==> config.mk <==
export PLATFORM = sky130hd
export DESIGN_NAME = midi_port_router
export DESIGN_NICKNAME = d
export VERILOG_FILES = /design/src/rtl/midi_router_pkg.sv /design/src/rtl/byte_fifo.sv /design/src/rtl/midi_port_router.sv
export SDC_FILE = /design/constraint.sdc
export NUM_CORES = 1
export LEC_CHECK = 0
export BUFFER_PORTS_ARGS = -buffer_cell sky130_fd_sc_hd__buf_2
export CAP_MARGIN = 5
export CORE_ASPECT_RATIO = 1.4
export CORE_MARGIN = 1
export CORE_UTILIZATION = 48
export DETAILED_ROUTE_END_ITERATION = 8
export PLACE_DENSITY = 0.71
export RECOVER_POWER = 100
export SETUP_SLACK_MARGIN = 0.3
export SLEW_MARGIN = 20
export SYNTH_ARGS = -nofsm -noshare
export SYNTH_HDL_FRONTEND = slang
export SYNTH_SLANG_ARGS = --single-unit
==> constraint.sdc <==
create_clock -name ref_clk -period 6 [get_ports ref_clk]
set_input_delay 1.2 -clock ref_clk [delete_from_list [all_inputs] [get_ports ref_clk]]
set_output_delay 1.2 -clock ref_clk [all_outputs]
set_load 0.02 [all_outputs]
==> src/rtl/midi_router_pkg.sv <==
// Package with constants and carrier types for the serial message port router.
package midi_router_pkg;

  // Clock rate and serial bit rates.
  localparam int unsigned CLK_HZ        = 10000000;
  localparam int unsigned MIDI_BPS      = 31250;
  localparam int unsigned HOST_LOW_BPS  = 31250;
  localparam int unsigned HOST_HIGH_BPS = 38400;
  localparam int unsigned HOST_ALT_BPS  = 31250;

  // Cycles per bit, rounded down so a bit never stretches past its slot.
  localparam logic [15:0] MIDI_BIT_CYC  = 16'(CLK_HZ / MIDI_BPS);
  localparam logic [15:0] LOW_BIT_CYC   = 16'(CLK_HZ / HOST_LOW_BPS);
  localparam logic [15:0] HIGH_BIT_CYC  = 16'(CLK_HZ / HOST_HIGH_BPS);
  localparam logic [15:0] ALT_BIT_CYC   = 16'(CLK_HZ / HOST_ALT_BPS);

  // Frame layout: start bit, eight data bits, stop bit.
  localparam logic [3:0]  FRAME_BITS    = 4'hA;
  localparam logic [3:0]  DATA_BITS     = 4'h8;
  localparam logic [3:0]  STOP_IDX      = 4'h9;

  // Buffer shape.
  localparam int unsigned BYTE_W        = 8;
  localparam int unsigned FIFO_DEPTH    = 8;

  // Settings and their reset values.
  localparam logic        PORTS_MIDI    = 1'b0;
  localparam logic        PORTS_HOST    = 1'b1;
  localparam logic        FUNC_OUT      = 1'b0;
  localparam logic        FUNC_THRU     = 1'b1;

  // Host speed choices.
  typedef enum logic [1:0] {
    host_speed_low           = 2'h0,
    host_speed_high          = 2'h1,
    host_speed_alt_interface = 2'h3
  } host_speed_type;

  // Receiver states, Gray-coded along the frame.
  typedef enum logic [1:0] {
    SER_IDLE  = 2'h0,
    SER_START = 2'h1,
    SER_DATA  = 2'h3,
    SER_STOP  = 2'h2
  } ser_state_type;

  // A byte travelling with its valid flag.
  typedef struct packed {
    logic       valid;
    logic [7:0] data;
  } byte_beat_type;

endpackage : midi_router_pkg

==> src/rtl/byte_fifo.sv <==
// Synchronous FIFO with valid/ready on both sides.
module byte_fifo
  import midi_router_pkg::*;
#(
  parameter int unsigned WIDTH = BYTE_W,
  parameter int unsigned DEPTH = FIFO_DEPTH
) (
  input  wire logic             ref_clk,
  input  wire logic             reset,
  input  wire logic [WIDTH-1:0] in_data,
  input  wire logic             in_valid,
  output logic                  in_ready,
  output logic [WIDTH-1:0]      out_data,
  output logic                  out_valid,
  input  wire logic             out_ready
);
  localparam int unsigned AW = $clog2(DEPTH);

  logic [WIDTH-1:0] mem_r [DEPTH];
  logic [AW-1:0]    wr_r;
  logic [AW-1:0]    rd_r;
  logic [AW:0]      cnt_r;
  logic             push;
  logic             pop;

  // Full and empty come straight from the fill count.
  assign in_ready  = (cnt_r != (AW+1)'(DEPTH));
  assign out_valid = (cnt_r != '0);
  assign push      = in_valid && in_ready;
  assign pop       = out_valid && out_ready;
  assign out_data  = mem_r[rd_r];

  // Storage writes only; no reset needed on the data array.
  always_ff @(posedge ref_clk) begin
    if (push) begin
      mem_r[wr_r] <= in_data;
    end
  end

  // Pointers wrap at the depth, which keeps non-power-of-two depths legal.
  always_ff @(posedge ref_clk) begin
    if (reset) begin
      wr_r  <= '0;
      rd_r  <= '0;
      cnt_r <= '0;
    end else begin
      if (push) begin
        wr_r <= (wr_r == AW'(DEPTH - 1)) ? '0 : wr_r + 1'b1;
      end
      if (pop) begin
        rd_r <= (rd_r == AW'(DEPTH - 1)) ? '0 : rd_r + 1'b1;
      end
      cnt_r <= cnt_r + (AW+1)'(push) - (AW+1)'(pop);
    end
  end

  fifo_bound_a: assert property (@(posedge ref_clk) disable iff (reset)
    cnt_r <= (AW+1)'(DEPTH)) else $error("FIFO count exceeds depth.");

endmodule : byte_fifo

==> src/rtl/midi_port_router.sv <==
// Message router between internal source and sink and the serial ports.
module midi_port_router
  import midi_router_pkg::*;
(
  input  wire logic           ref_clk,
  input  wire logic           reset,
  input  wire logic           port_set_select,
  input  wire logic           output_function_select,
  input  wire host_speed_type host_speed,
  input  wire logic           midi_in,
  output logic                midi_output_function_select,
  output logic                timecode_output_port,
  input  wire logic           host_rx,
  output logic                host_tx,
  input  wire logic [7:0]     int_tx_data,
  input  wire logic           int_tx_valid,
  output logic                int_tx_ready,
  input  wire logic [7:0]     tc_data,
  input  wire logic           tc_valid,
  output logic                tc_ready,
  output byte_beat_type       rx_msg,
  output logic                ports_host
);

  logic [15:0]   host_cyc;
  logic          sel_r;
  logic          func_r;
  logic          pend_sel_r;
  logic          pend_func_r;
  logic          midi_rx_busy;
  logic          host_rx_busy;
  logic          out_busy;
  logic          hst_busy;
  byte_beat_type midi_rx_beat;
  byte_beat_type host_rx_beat;
  logic          thru_mode;
  logic [7:0]    q_data;
  logic          q_valid;
  logic          q_ready;
  logic          q_in_ready;
  logic          q_in_valid;
  logic [7:0]    q_in_data;
  logic          out_load;
  logic          hst_load;
  logic          quiet;

  // Host bit period from the chosen speed.
  always_comb begin
    case (host_speed)
      host_speed_low:           host_cyc = LOW_BIT_CYC;
      host_speed_high:          host_cyc = HIGH_BIT_CYC;
      host_speed_alt_interface: host_cyc = ALT_BIT_CYC;
      default:                  host_cyc = LOW_BIT_CYC;
    endcase
  end

  // Settings also wait for an empty queue, no byte entering it and an idle live input line.
  // A byte queued under one mode must never leave under the other. A receiver must not start
  // in the very cycle its port set is switched off. A source that never drops valid, or a
  // live line held low, therefore holds off a change.
  assign quiet = !midi_rx_busy && !host_rx_busy && !out_busy && !hst_busy && !q_valid &&
                 !(q_in_valid && q_in_ready) &&
                 ((sel_r == PORTS_MIDI) ? midi_in : host_rx);

  // Settings change only while both port sets are quiet, so a frame is never cut in half.
  always_ff @(posedge ref_clk) begin
    if (reset) begin
      sel_r       <= PORTS_MIDI;
      func_r      <= FUNC_OUT;
      pend_sel_r  <= PORTS_MIDI;
      pend_func_r <= FUNC_OUT;
    end else begin
      pend_sel_r  <= port_set_select;
      pend_func_r <= output_function_select;
      if (quiet) begin
        sel_r  <= pend_sel_r;
        func_r <= pend_func_r;
      end
    end
  end

  assign ports_host = sel_r;
  assign thru_mode  = (sel_r == PORTS_MIDI) && (func_r == FUNC_THRU);

  // Receivers: the idle port's receiver is held off so only one set is live.
  serial_rx u_midi_rx (
    .ref_clk (ref_clk),
    .reset   (reset),
    .enable  (sel_r == PORTS_MIDI),
    .bit_cyc (MIDI_BIT_CYC),
    .line_in (midi_in),
    .busy    (midi_rx_busy),
    .beat    (midi_rx_beat)
  );

  serial_rx u_host_rx (
    .ref_clk (ref_clk),
    .reset   (reset),
    .enable  (sel_r == PORTS_HOST),
    .bit_cyc (host_cyc),
    .line_in (host_rx),
    .busy    (host_rx_busy),
    .beat    (host_rx_beat)
  );

  // Received bytes go to the internal sink from whichever set is live.
  always_ff @(posedge ref_clk) begin
    if (reset) begin
      rx_msg <= '0;
    end else if (sel_r == PORTS_MIDI) begin
      rx_msg <= midi_rx_beat;
    end else begin
      rx_msg <= host_rx_beat;
    end
  end

  // Queue feed: relayed input in pass-through, internal messages otherwise.
  // A relayed byte arriving while the queue is full is dropped; the input has no flow control.
  always_comb begin
    if (thru_mode) begin
      q_in_valid = midi_rx_beat.valid;
      q_in_data  = midi_rx_beat.data;
    end else begin
      q_in_valid = int_tx_valid;
      q_in_data  = int_tx_data;
    end
  end
  assign int_tx_ready = q_in_ready && !thru_mode;

  byte_fifo #(
    .WIDTH (BYTE_W),
    .DEPTH (FIFO_DEPTH)
  ) u_fifo (
    .ref_clk   (ref_clk),
    .reset     (reset),
    .in_data   (q_in_data),
    .in_valid  (q_in_valid),
    .in_ready  (q_in_ready),
    .out_data  (q_data),
    .out_valid (q_valid),
    .out_ready (q_ready)
  );

  // Queue drains to the live port set's transmitter only.
  assign out_load = q_valid && !out_busy && (sel_r == PORTS_MIDI);
  assign hst_load = q_valid && !hst_busy && (sel_r == PORTS_HOST);
  assign q_ready  = out_load || hst_load;

  serial_tx u_out_tx (
    .ref_clk  (ref_clk),
    .reset    (reset),
    .bit_cyc  (MIDI_BIT_CYC),
    .load     (out_load),
    .data     (q_data),
    .busy     (out_busy),
    .line_out (midi_output_function_select)
  );

  serial_tx u_host_tx (
    .ref_clk  (ref_clk),
    .reset    (reset),
    .bit_cyc  (host_cyc),
    .load     (hst_load),
    .data     (q_data),
    .busy     (hst_busy),
    .line_out (host_tx)
  );

  // Time-code port ignores both settings entirely.
  logic tc_busy;
  assign tc_ready = !tc_busy;

  serial_tx u_tc_tx (
    .ref_clk  (ref_clk),
    .reset    (reset),
    .bit_cyc  (MIDI_BIT_CYC),
    .load     (tc_valid && !tc_busy),
    .data     (tc_data),
    .busy     (tc_busy),
    .line_out (timecode_output_port)
  );

  reset_sel_a: assert property (@(posedge ref_clk)
    $fell(reset) |-> (sel_r == PORTS_MIDI) && (func_r == FUNC_OUT))
    else $error("Settings not at defaults after reset.");

  thru_block_a: assert property (@(posedge ref_clk) disable iff (reset)
    thru_mode |-> q_in_valid == midi_rx_beat.valid)
    else $error("Internal byte offered to the queue in pass-through.");

  one_set_a: assert property (@(posedge ref_clk) disable iff (reset)
    !(out_load && hst_load))
    else $error("Both port sets loaded together.");

  host_quiet_a: assert property (@(posedge ref_clk) disable iff (reset)
    (sel_r == PORTS_MIDI) && !hst_busy |=> host_tx)
    else $error("Host line driven while connectors selected.");

  relay_path_a: assert property (@(posedge ref_clk) disable iff (reset)
    thru_mode && midi_rx_beat.valid && q_in_ready |-> q_in_data == midi_rx_beat.data)
    else $error("Relayed byte altered.");

  tc_free_a: assert property (@(posedge ref_clk) disable iff (reset)
    tc_valid && !tc_busy |=> tc_busy)
    else $error("Time code not started.");

  out_mode_a: assert property (@(posedge ref_clk) disable iff (reset)
    !thru_mode && int_tx_valid && q_in_ready |-> int_tx_ready)
    else $error("Internal byte refused in output mode.");

  host_rate_a: assert property (@(posedge ref_clk) disable iff (reset)
    host_speed == host_speed_high |-> host_cyc == HIGH_BIT_CYC)
    else $error("Host rate wrong.");

  settle_hold_a: assert property (@(posedge ref_clk) disable iff (reset)
    q_valid |=> $stable(sel_r) && $stable(func_r))
    else $error("Setting changed with bytes still queued.");

  rx_one_set_a: assert property (@(posedge ref_clk) disable iff (reset)
    (sel_r == PORTS_HOST) |-> !midi_rx_busy)
    else $error("Connector receiver busy while host port selected.");

endmodule : midi_port_router

// Asynchronous frame receiver sampling mid-bit.
module serial_rx
  import midi_router_pkg::*;
(
  input  wire logic        ref_clk,
  input  wire logic        reset,
  input  wire logic        enable,
  input  wire logic [15:0] bit_cyc,
  input  wire logic        line_in,
  output logic             busy,
  output byte_beat_type    beat
);
  ser_state_type state_r;
  logic [15:0]   cnt_r;
  logic [3:0]    idx_r;
  logic [7:0]    sh_r;

  assign busy = (state_r != SER_IDLE);

  // Start detected on a low line; the first wait is half a bit to land mid-cell.
  always_ff @(posedge ref_clk) begin
    if (reset) begin
      state_r <= SER_IDLE;
      cnt_r   <= '0;
      idx_r   <= '0;
      sh_r    <= '0;
      beat    <= '0;
    end else begin
      beat.valid <= 1'b0;
      if (cnt_r != '0) begin
        cnt_r <= cnt_r - 16'h0001;
      end else begin
        case (state_r)
          SER_IDLE: begin
            if (enable && !line_in) begin
              state_r <= SER_START;
              cnt_r   <= {1'b0, bit_cyc[15:1]};
            end
          end
          SER_START: begin
            state_r <= line_in ? SER_IDLE : SER_DATA;
            cnt_r   <= bit_cyc - 16'h0001;  // One count less, since the sampling edge is a cycle too.
            idx_r   <= '0;
          end
          SER_DATA: begin
            sh_r  <= {line_in, sh_r[7:1]};
            idx_r <= idx_r + 4'h1;
            cnt_r <= bit_cyc - 16'h0001;
            if (idx_r == DATA_BITS - 4'h1) begin
              state_r <= SER_STOP;
            end
          end
          SER_STOP: begin
            state_r <= SER_IDLE;
            if (line_in) begin
              beat.valid <= 1'b1;  // A bad stop bit drops the byte.
              beat.data  <= sh_r;
            end
          end
          default: state_r <= SER_IDLE;
        endcase
      end
    end
  end
endmodule : serial_rx

// Frame transmitter: line idles high.
module serial_tx
  import midi_router_pkg::*;
(
  input  wire logic        ref_clk,
  input  wire logic        reset,
  input  wire logic [15:0] bit_cyc,
  input  wire logic        load,
  input  wire logic [7:0]  data,
  output logic             busy,
  output logic             line_out
);
  logic [9:0]  sh_r;
  logic [3:0]  idx_r;
  logic [15:0] cnt_r;

  // Shift out start, data LSB first, then stop.
  always_ff @(posedge ref_clk) begin
    if (reset) begin
      sh_r     <= '1;
      idx_r    <= '0;
      cnt_r    <= '0;
      busy     <= 1'b0;
      line_out <= 1'b1;
    end else if (!busy) begin
      if (load) begin
        sh_r     <= {1'b1, data, 1'b0};
        busy     <= 1'b1;
        idx_r    <= '0;
        cnt_r    <= '0;
      end
    end else if (cnt_r != '0) begin
      cnt_r <= cnt_r - 16'h0001;
    end else if (idx_r == FRAME_BITS) begin
      busy <= 1'b0;
    end else begin
      line_out <= sh_r[0];
      sh_r     <= {1'b1, sh_r[9:1]};
      idx_r    <= idx_r + 4'h1;
      cnt_r    <= bit_cyc - 16'h0001;
    end
  end
endmodule : serial_tx

# == Word level (Yosys, flattened, before mapping) ==
# Memory sizes are Yosys's and may differ from the RTL's. A register that Yosys moved wholly into a read port is not among the register bits.
# Cells that the tools add are included.
# totals
out_inout_bits,15
memories,1
ram_bits,64
register_bits,197
# memory_table
memory,words,width,read_ports,rd_clocked_by_memory_dff,wr,line_no,rtl
u_fifo.mem_r,8,8,1,1,1,byte_fifo.sv:19,logic [WIDTH-1:0] mem_r [DEPTH];
# op_classes
n_eq_ne,30
addsub,15
n_mux,77
n_bitwise,11
n_reduce_logical,68
# op_table
operator,n
two-way mux 16 bit,16
two-way mux 10 bit,12
nonzero test 16 bit,5
subtractor 16 x 1 -> 16 bit (second input constant),5
case mux 16 bit (2 select lines),2
two-way mux 4 bit,12
AND reduction 3 bit,10
two-way mux 9 bit,3
adder 4 x 1 -> 4 bit (second input constant),5
AND reduction 2 bit,9
logical AND 1 bit,17
two-way mux 1 bit,16
case mux 2 bit (4 select lines),2
case mux 4 bit (2 select lines),2
nonzero test 2 bit,7
equality test 4 bit (second input constant),3
two-way mux 2 bit,6
two-way mux 3 bit,4
inequality test 2 bit (second input constant),6
inverter 1 bit,11
zero test 1 bit,10
subtractor 9 x 1 -> 10 bit (second input constant),1
inequality test 3 bit (second input constant),3
equality test 2 bit (second input constant),4
17 further kinds,30

# == Longest topological paths before layout ==
# Gate-level depths: netlist (run 1).
# depth
word_depth,8
depth_mapped,14
ltp_nobuf,13

# == Cells and area by module ==
# A second synthesis (run 1) with hierarchy kept.
# hier_totals
hier_cells,1545
hier_area_um2,14545.2
# modules_own_cells
module,cells_per_inst,n_inst,seq_area_each_um2,area_each_um2
serial_tx,255,3,620.6,2047.0
serial_rx,272,2,780.7,2260.9
byte_fifo,169,1,2182.1,3188.1
midi_port_router,67,1,260.2,694.4

# == Least setup slack after synthesis (run 1) ==
# Ideal clock, no wire load.
# synth_path
kind,in2reg
from,input port int_tx_valid
to,"memory u_fifo.mem_r[2][0] (netlist bit), enable pin"
arrival_ns,2.651
path_slack_ns,2.951
required_time_ns,5.602
cell_stages,4
path_cell_list,mux2i_1 -> or2_2 -> clkbuf_1 -> nor4b_1
# synth_via
elab_chain_cells,4
# synth_rtl
item,line_no,rtl
from (decl),midi_port_router.sv:16,"input wire logic int_tx_valid,"
two-way mux 1 bit,midi_port_router.sv:120,if (thru_mode) begin
logical AND 1 bit,byte_fifo.sv:29,assign push = in_valid && in_ready;
two-way mux 1 bit,byte_fifo.sv:35,if (push) begin
two-way mux 1 bit (implied by the code),byte_fifo.sv:36,mem_r[wr_r] <= in_data;
to (decl),byte_fifo.sv:19,
# Every way passes these cells.

==> run metrics, run 1 <==
# clock sinks=261; Die H=188 um; placement-stage cell area=12300 um2; GRT Util Overall=0.207; skew final=roughly 0.02 ns; worst skew pair latency=0.54 ns; CTS tree=done; Crit Reg-Reg Endpoint=u_fifo.mem_r[5][3]; PortBufs=40; routed wire length=between 20000 and 30000 um; DRC=0; final setup fails=0; initial antenna violation count=0; required time of the critical path=6.42 ns; Syn Nets=1287; fmax=236 MHz; Synth Register Bits=261; final hold violation count=0; Worst setup SP type=input port; min-delay src=pend_func_r; DR WL/cell=16.4 um; row count=67; Worst-path clk slew=0.06 ns; Reg2Reg Setup Slack=2.50 ns; Final Cell Area=13100 um2; core outline area=24100 um2; peak supply drop=267 uV; Setup Fix Bufs, Post-CTS=0; CTS resizes=0; htree depth=1; hold_buf cts=0; Setup TNS=0 ns; top-level I/O count=41; synth unique cells=80; R2R depth=6; slowest cell delay on critical path=2.09 ns; Async S/R FF share, synth=0; unrepaired setup endpoints after global routing=no; sequential element share of the synthesized area=0.494; Post-Synthesis Cell Area=approximately 12000 um2; Worst slew margin=-1.02; largest net degree at the start of global routing=83; LEAKAGE=4.82 nW; antenna-violating nets left=0; drt initial violations=453; drt pass-1 iters=5; Worst Setup Path Type=in -> reg; Worst Setup End Kind=flop; area delta synth->final=10.7%; via count=9138; grt ovf=0; Placer Congestion=0.829; vias in the first global route=8893; Initial Util=0.491; dpl hpwl=17800 um; CP max-delay cell=clkbuf_1; Post-synth top flop=dfxtp_1; cell count after synthesis=1232; yosys warns=0; CP Max Fanout=65; Die Width=between 100 and 150 um; final-report max-slew violation count=66; cts bufs inserted=27; Power Dens Cells=461 nW/um2; Worst Hold Path Cells=2; Slew @ Worst Pin=3.03 ns; Die Area=around 25000 um2; first-pass GRT wire length=roughly 43000 um; root buf cell=clkbuf_16; Fillers=about 2200; failing checks=max-capacitance violations, max-slew violations; Tcrit/Tclk final=0.706; Arrival @ worst endpoint=between 4 and 5 ns; share of layout cells above drive strength 1=0.0811; nets@finish=roughly 1300; ant diodes=0; Via density=a little under 6; max-cap violations=1; Hold WC Path Type=reg -> reg; Mean Syn Cell Area=9.63 um2; r2r startpoint=ports_host; final worst path period need=roughly 4.2 ns; cell chain of the critical path=clkbuf_1, inv_1, buf_4, nand2_1, a21oi_1, and3_1, a211o_1; Max Root-Sink Buffers=3; Post-synth EDFFs=64; WHS Endpoint=func_r; status=finished with violations
-- cells in the mapped netlist, types with 10 or more instances --
library cell / n / share of area
nor2_1: 116 / 0.037
or4_1: 20 / 0.013
nand3_1: 26 / 0.011
mux2i_1: 67 / 0.057
dfxtp_1: 197 / 0.33
or3_1: 22 / 0.012
xor2_1: 11 / 0.0081
nor3_1: 45 / 0.019
xnor2_1: 15 / 0.011
o31ai_1: 10 / 0.0063
ha_1: 28 / 0.030
mux2_2: 10 / 0.0095
a21oi_1: 111 / 0.047
buf_2: 11 / 0.0046
edfxtp_1: 64 / 0.16
nor4_1: 19 / 0.010
and2_1: 17 / 0.0090
inv_1: 34 / 0.011
o21ai_0: 36 / 0.015
nand2_1: 123 / 0.039
a22oi_1: 14 / 0.0089
a211oi_1: 26 / 0.016
clkbuf_1: 38 / 0.012
nand3b_1: 12 / 0.0076
-- worst max path at each step --
stage                      start                   to  slack [ns]  depth (start not counted)
floorplan           int_tx_valid   u_fifo.mem_r[2][0]        2.95                          4
global placement      ports_host   u_fifo.mem_r[5][2]        2.67                          6
detailed placement    ports_host   u_fifo.mem_r[6][0]        2.54                          6
CTS                   ports_host   u_fifo.mem_r[5][1]        2.53                          6
global route               reset   u_host_tx.cnt_r[9]        1.41                          5
finish                     reset  u_host_tx.cnt_r[14]        1.76                          7
-- layout by cell type (no fill, tap or decap), types with 8 or more instances in the layout --
master | netlist | final
dfxtp_1 | 197 | 197
o31ai_1 | 10 | 10
xnor2_1 | 15 | 15
nor2b_1 | 8 | 8
nand2b_1 | 8 | 8
a21oi_1 | 111 | 111
xor2_1 | 11 | 11
clkbuf_1 | 38 | 23
edfxtp_1 | 64 | 64
and2_1 | 17 | 16
nand2_1 | 123 | 123
a22oi_1 | 14 | 14
nand3_1 | 26 | 26
or4_1 | 20 | 20
inv_1 | 34 | 34
or3_1 | 22 | 22
o311ai_0 | 3 | 9
and3_1 | 8 | 8
a211oi_1 | 26 | 26
buf_2 | 11 | 24
nor3_1 | 45 | 45
clkbuf_16 | 0 | 28
ha_1 | 28 | 28
nand3b_1 | 12 | 12
o21ai_0 | 36 | 36
nor2_1 | 116 | 116
mux2i_1 | 67 | 67
mux2_1 | 0 | 8
nor4_1 | 19 | 18
-- kinds of logic after synthesis --
logic type                 count (synthesis)  share of synthesized area
xor gates and xnor gates                  26                     0.0192
AOI/OAI and AO/OA                        269                      0.147
and+or+nand+nor                          473                      0.206
buffers and inverters                     95                     0.0325
adders and majority gates                 29                     0.0312
muxes                                     79                     0.0698
DFF                                      261                      0.494
-- layout make-up --
class | count | area, um2 | area share
clock buffer | 36 | 771 | 0.0587
clock inverter | 14 | 130 | 0.00991
inverter | 36 | 135 | 0.0103
multi-input combinational | 876 | 5620 | 0.428
sequential | 261 | 5870 | 0.447
tap | 310 | 388 | 0.0295
timing repair buffer | 47 | 221 | 0.0169
-- per-stage QoR --
step	hold slack [ns]	setup WS (ns)	cells	power (mW)	util
floorplan	0.431	2.95	1232	3.98	-
CTS	0.466	2.53	1580	6.11	0.545
global route	0.495	1.41	1580	6.47	0.544
global placement	0.443	2.67	1530	4.37	0.508
detailed placement	0.455	2.54	1530	4.41	0.508
finish	0.468	1.76	1580	6.06	0.544
-- critical path, delay by kind of cell --
family / cells / cell delay (ns)
compound gates: 2 / 0.36
simple gates: 2 / 0.37
buf+inv: 3 / 2.70
-- sequential cells by signal (all words and copies together) (netlist names), 16 cells and up, named ones only --
name             count
u_fifo.mem_r        64
u_host_rx.cnt_r     16
u_host_tx.cnt_r     16
u_midi_rx.cnt_r     16
u_out_tx.cnt_r      16
u_tc_tx.cnt_r       16
-- power by group --
part           internal [mW]  switching (mW)
combinational          0.794            1.23
clock                  0.990           0.685
sequential              2.07           0.286
-- routing by layer --
metal	track usage	wire [um]	vias up
met2	0.383	13600	155
li1	-	-	4558
met1	0.235	10700	4375
met5	0	0	-
met4	0.0791	712	0
met3	0.0311	909	50
(Power assumes the default switching activity.)
==> inputs of run 2 (changes only) <==
- PLACE_DENSITY: 0.71 -> 0.74
- clock period: 6 -> 3.77 ns (I/O delays scaled with it)
==> run metrics, run 2 (same netlist as run 1, synthesis figures left out) <==
status=finished with violations; failing checks=max-capacitance violations, max-slew violations; R2R depth=8; Via density=5.80; CP max-delay cell=clkbuf_1; LEAKAGE=a little under 5 nW; drt pass-1 iters=5; Die Area=between 20000 and 30000 um2; root buf cell=clkbuf_16; initial antenna violation count=0; cell chain of the critical path=inv_1, ha_1, or3b_2, nor4_1, clkbuf_1, nand3_1, nand2_1, a21oi_1; final worst path period need=around 3.0 ns; Crit Reg-Reg Endpoint=u_midi_rx.sh_r[6]; Placer Congestion=0.819; vias in the first global route=8995; Largest Register=u_fifo.mem_r; CP Buf/Inv Count=2; skew final=0.0158 ns; htree depth=1; Worst setup SP type=flop; max-cap violations=1; Sw Pwr=3.40 mW; most used cells in the layout excluding fill and tap cells=dfxtp_1 (197), nand2_1 (124), nor2_1 (117); largest net degree at the start of global routing=73; Place WS=between 0.9 and 1 ns; Setup TNS=0 ns; Largest register FFs=64; CTS tree=done; DRC=0; CP Max Fanout=19; Worst slew margin=-0.0942; first-pass GRT wire length=42100 um; nets@finish=1315; Worst-path clk slew=0.06 ns; hold_buf cts=0; Hold WC Path Type=in -> reg; final hold violation count=0; Fillers=2136; required time of the critical path=4.13 ns; Setup Fix Bufs, Post-CTS=0; worst skew pair latency=about 0.53 ns; Worst Hold Path Cells=2; row count=67; PortBufs=40; grt ovf=0; peak supply drop=547 uV; Initial Util=0.491; routed wire length=approximately 25000 um; Worst Setup End Kind=flop; r2r startpoint=u_midi_rx.cnt_r[0]; final worst slack=0.757 ns; fmax=~330 MHz; core outline area=between 20000 and 25000 um2; cts bufs inserted=27; most common cell after layout, fill and taps aside=dfxtp_1; internal power=6.09 mW; Max Root-Sink Buffers=3; top-level I/O count=41; Power Dens Cells=724 nW/um2; Slew @ Worst Pin=~1.6 ns; final setup fails=0; drt initial violations=between 400 and 500; Worst Setup Path Type=reg -> reg; GRT Util Overall=0.199; Seq pwr share=0.391; # clock sinks=261; Reg2Reg Setup Slack=0.76 ns; Arrival @ worst endpoint=3.37 ns; slowest cell delay on critical path=0.67 ns; area delta synth->final=10.4%; Sw Share=0.358; largest delay contributor family on the critical path=simple AND/OR/NAND/NOR gates; dpl hpwl=between 15000 and 20000 um; CTS resizes=0; DR WL/cell=15.7 um; Power, Total=9.49 mW; min-delay src=port_set_select; WHS Endpoint=pend_sel_r; clock share of power=0.280; Die H=188 um; Comb power frac=0.329; Die Width=135 um; final-report max-slew violation count=11; unrepaired setup endpoints after global routing=no; via count=just over 9000; antenna-violating nets left=0; fin util=0.543; ant diodes=0; Tcrit/Tclk final=0.799; share of layout cells above drive strength 1=0.0766
-- run 2: changes by cell type in the layout (fill, tap and decap cells not counted), moves of 3 or more --
cell and change:
nor4_1 +3, and2_0 +3, buf_4 +4, clkbuf_1 +6, clkinv_2 -5, and2_1 -3
-- run 2: power groups by stage --
stage | combinational [mW] | sequential (mW) | clock [mW]
floorplan | 2.71 | 3.63 | 0
global placement | 3.20 | 3.74 | 0
detailed placement | 3.26 | 3.76 | 0
CTS | 3.29 | 3.70 | 2.71
global route | 3.50 | 3.77 | 2.82
finish | 3.12 | 3.71 | 2.66
-- run 2: routing by layer --
layer | GRT usage | part of all wire | routed length, um | vias up
met2 | 0.369 | 0.52 | 13000 | 164
met1 | 0.228 | 0.42 | 10500 | 4436
li1 | - | - | - | 4564
met5 | 0 | 0 | 0 | -
met4 | 0.0743 | 0.025 | 638 | 0
met3 | 0.0268 | 0.037 | 934 | 59
-- run 2: how the worst max path moves through the flow --
stage                        startpoint                  to  cells after the start
global route        u_host_tx.cnt_r[12]  u_host_tx.cnt_r[9]                      5
finish               u_midi_rx.cnt_r[0]   u_midi_rx.sh_r[6]                      8
floorplan                    ports_host  u_fifo.mem_r[2][0]                      7
CTS                     u_fifo.cnt_r[2]     u_fifo.cnt_r[2]                     13
global placement        u_fifo.cnt_r[2]     u_fifo.cnt_r[2]                     13
detailed placement      u_fifo.cnt_r[2]     u_fifo.cnt_r[2]                     13
-- run 2: worst reg2reg max path, delay by kind of cell, from the launching register on --
kind                       cells  cell delay (ns)
and+or+nand+nor                4             1.47
AOI/OAI and AO/OA              1             0.07
buffers and inverters          2             0.77
DFF                            1             0.35
adders and majority gates      1             0.18
-- run 2: stage by stage --
| step | hold slack, ns | cell area, um2 | cells |
|---|---|---|---|
| 6_report | 0.439 | 13100 | 1590 |
| 5_1_grt | 0.442 | 13100 | 1590 |
| 4_1_cts | 0.417 | 13200 | 1590 |
| 3_5_place_dp | 0.452 | 12300 | 1541 |
| 3_3_place_gp | 0.445 | 12300 | 1541 |
| 2_1_floorplan | 0.431 | 11900 | 1232 |
-- run 2: final cells by class --
class,instances,area [um2],area share
Timing Repair Buffer,58,280,0.0214
Clock inverter,15,168,0.0128
Tap cell,310,388,0.0296
Inverter,36,135,0.0103
Clock buffer,34,722,0.0551
Multi-Input combinational cell,876,5540,0.423
Sequential cell,261,5870,0.448
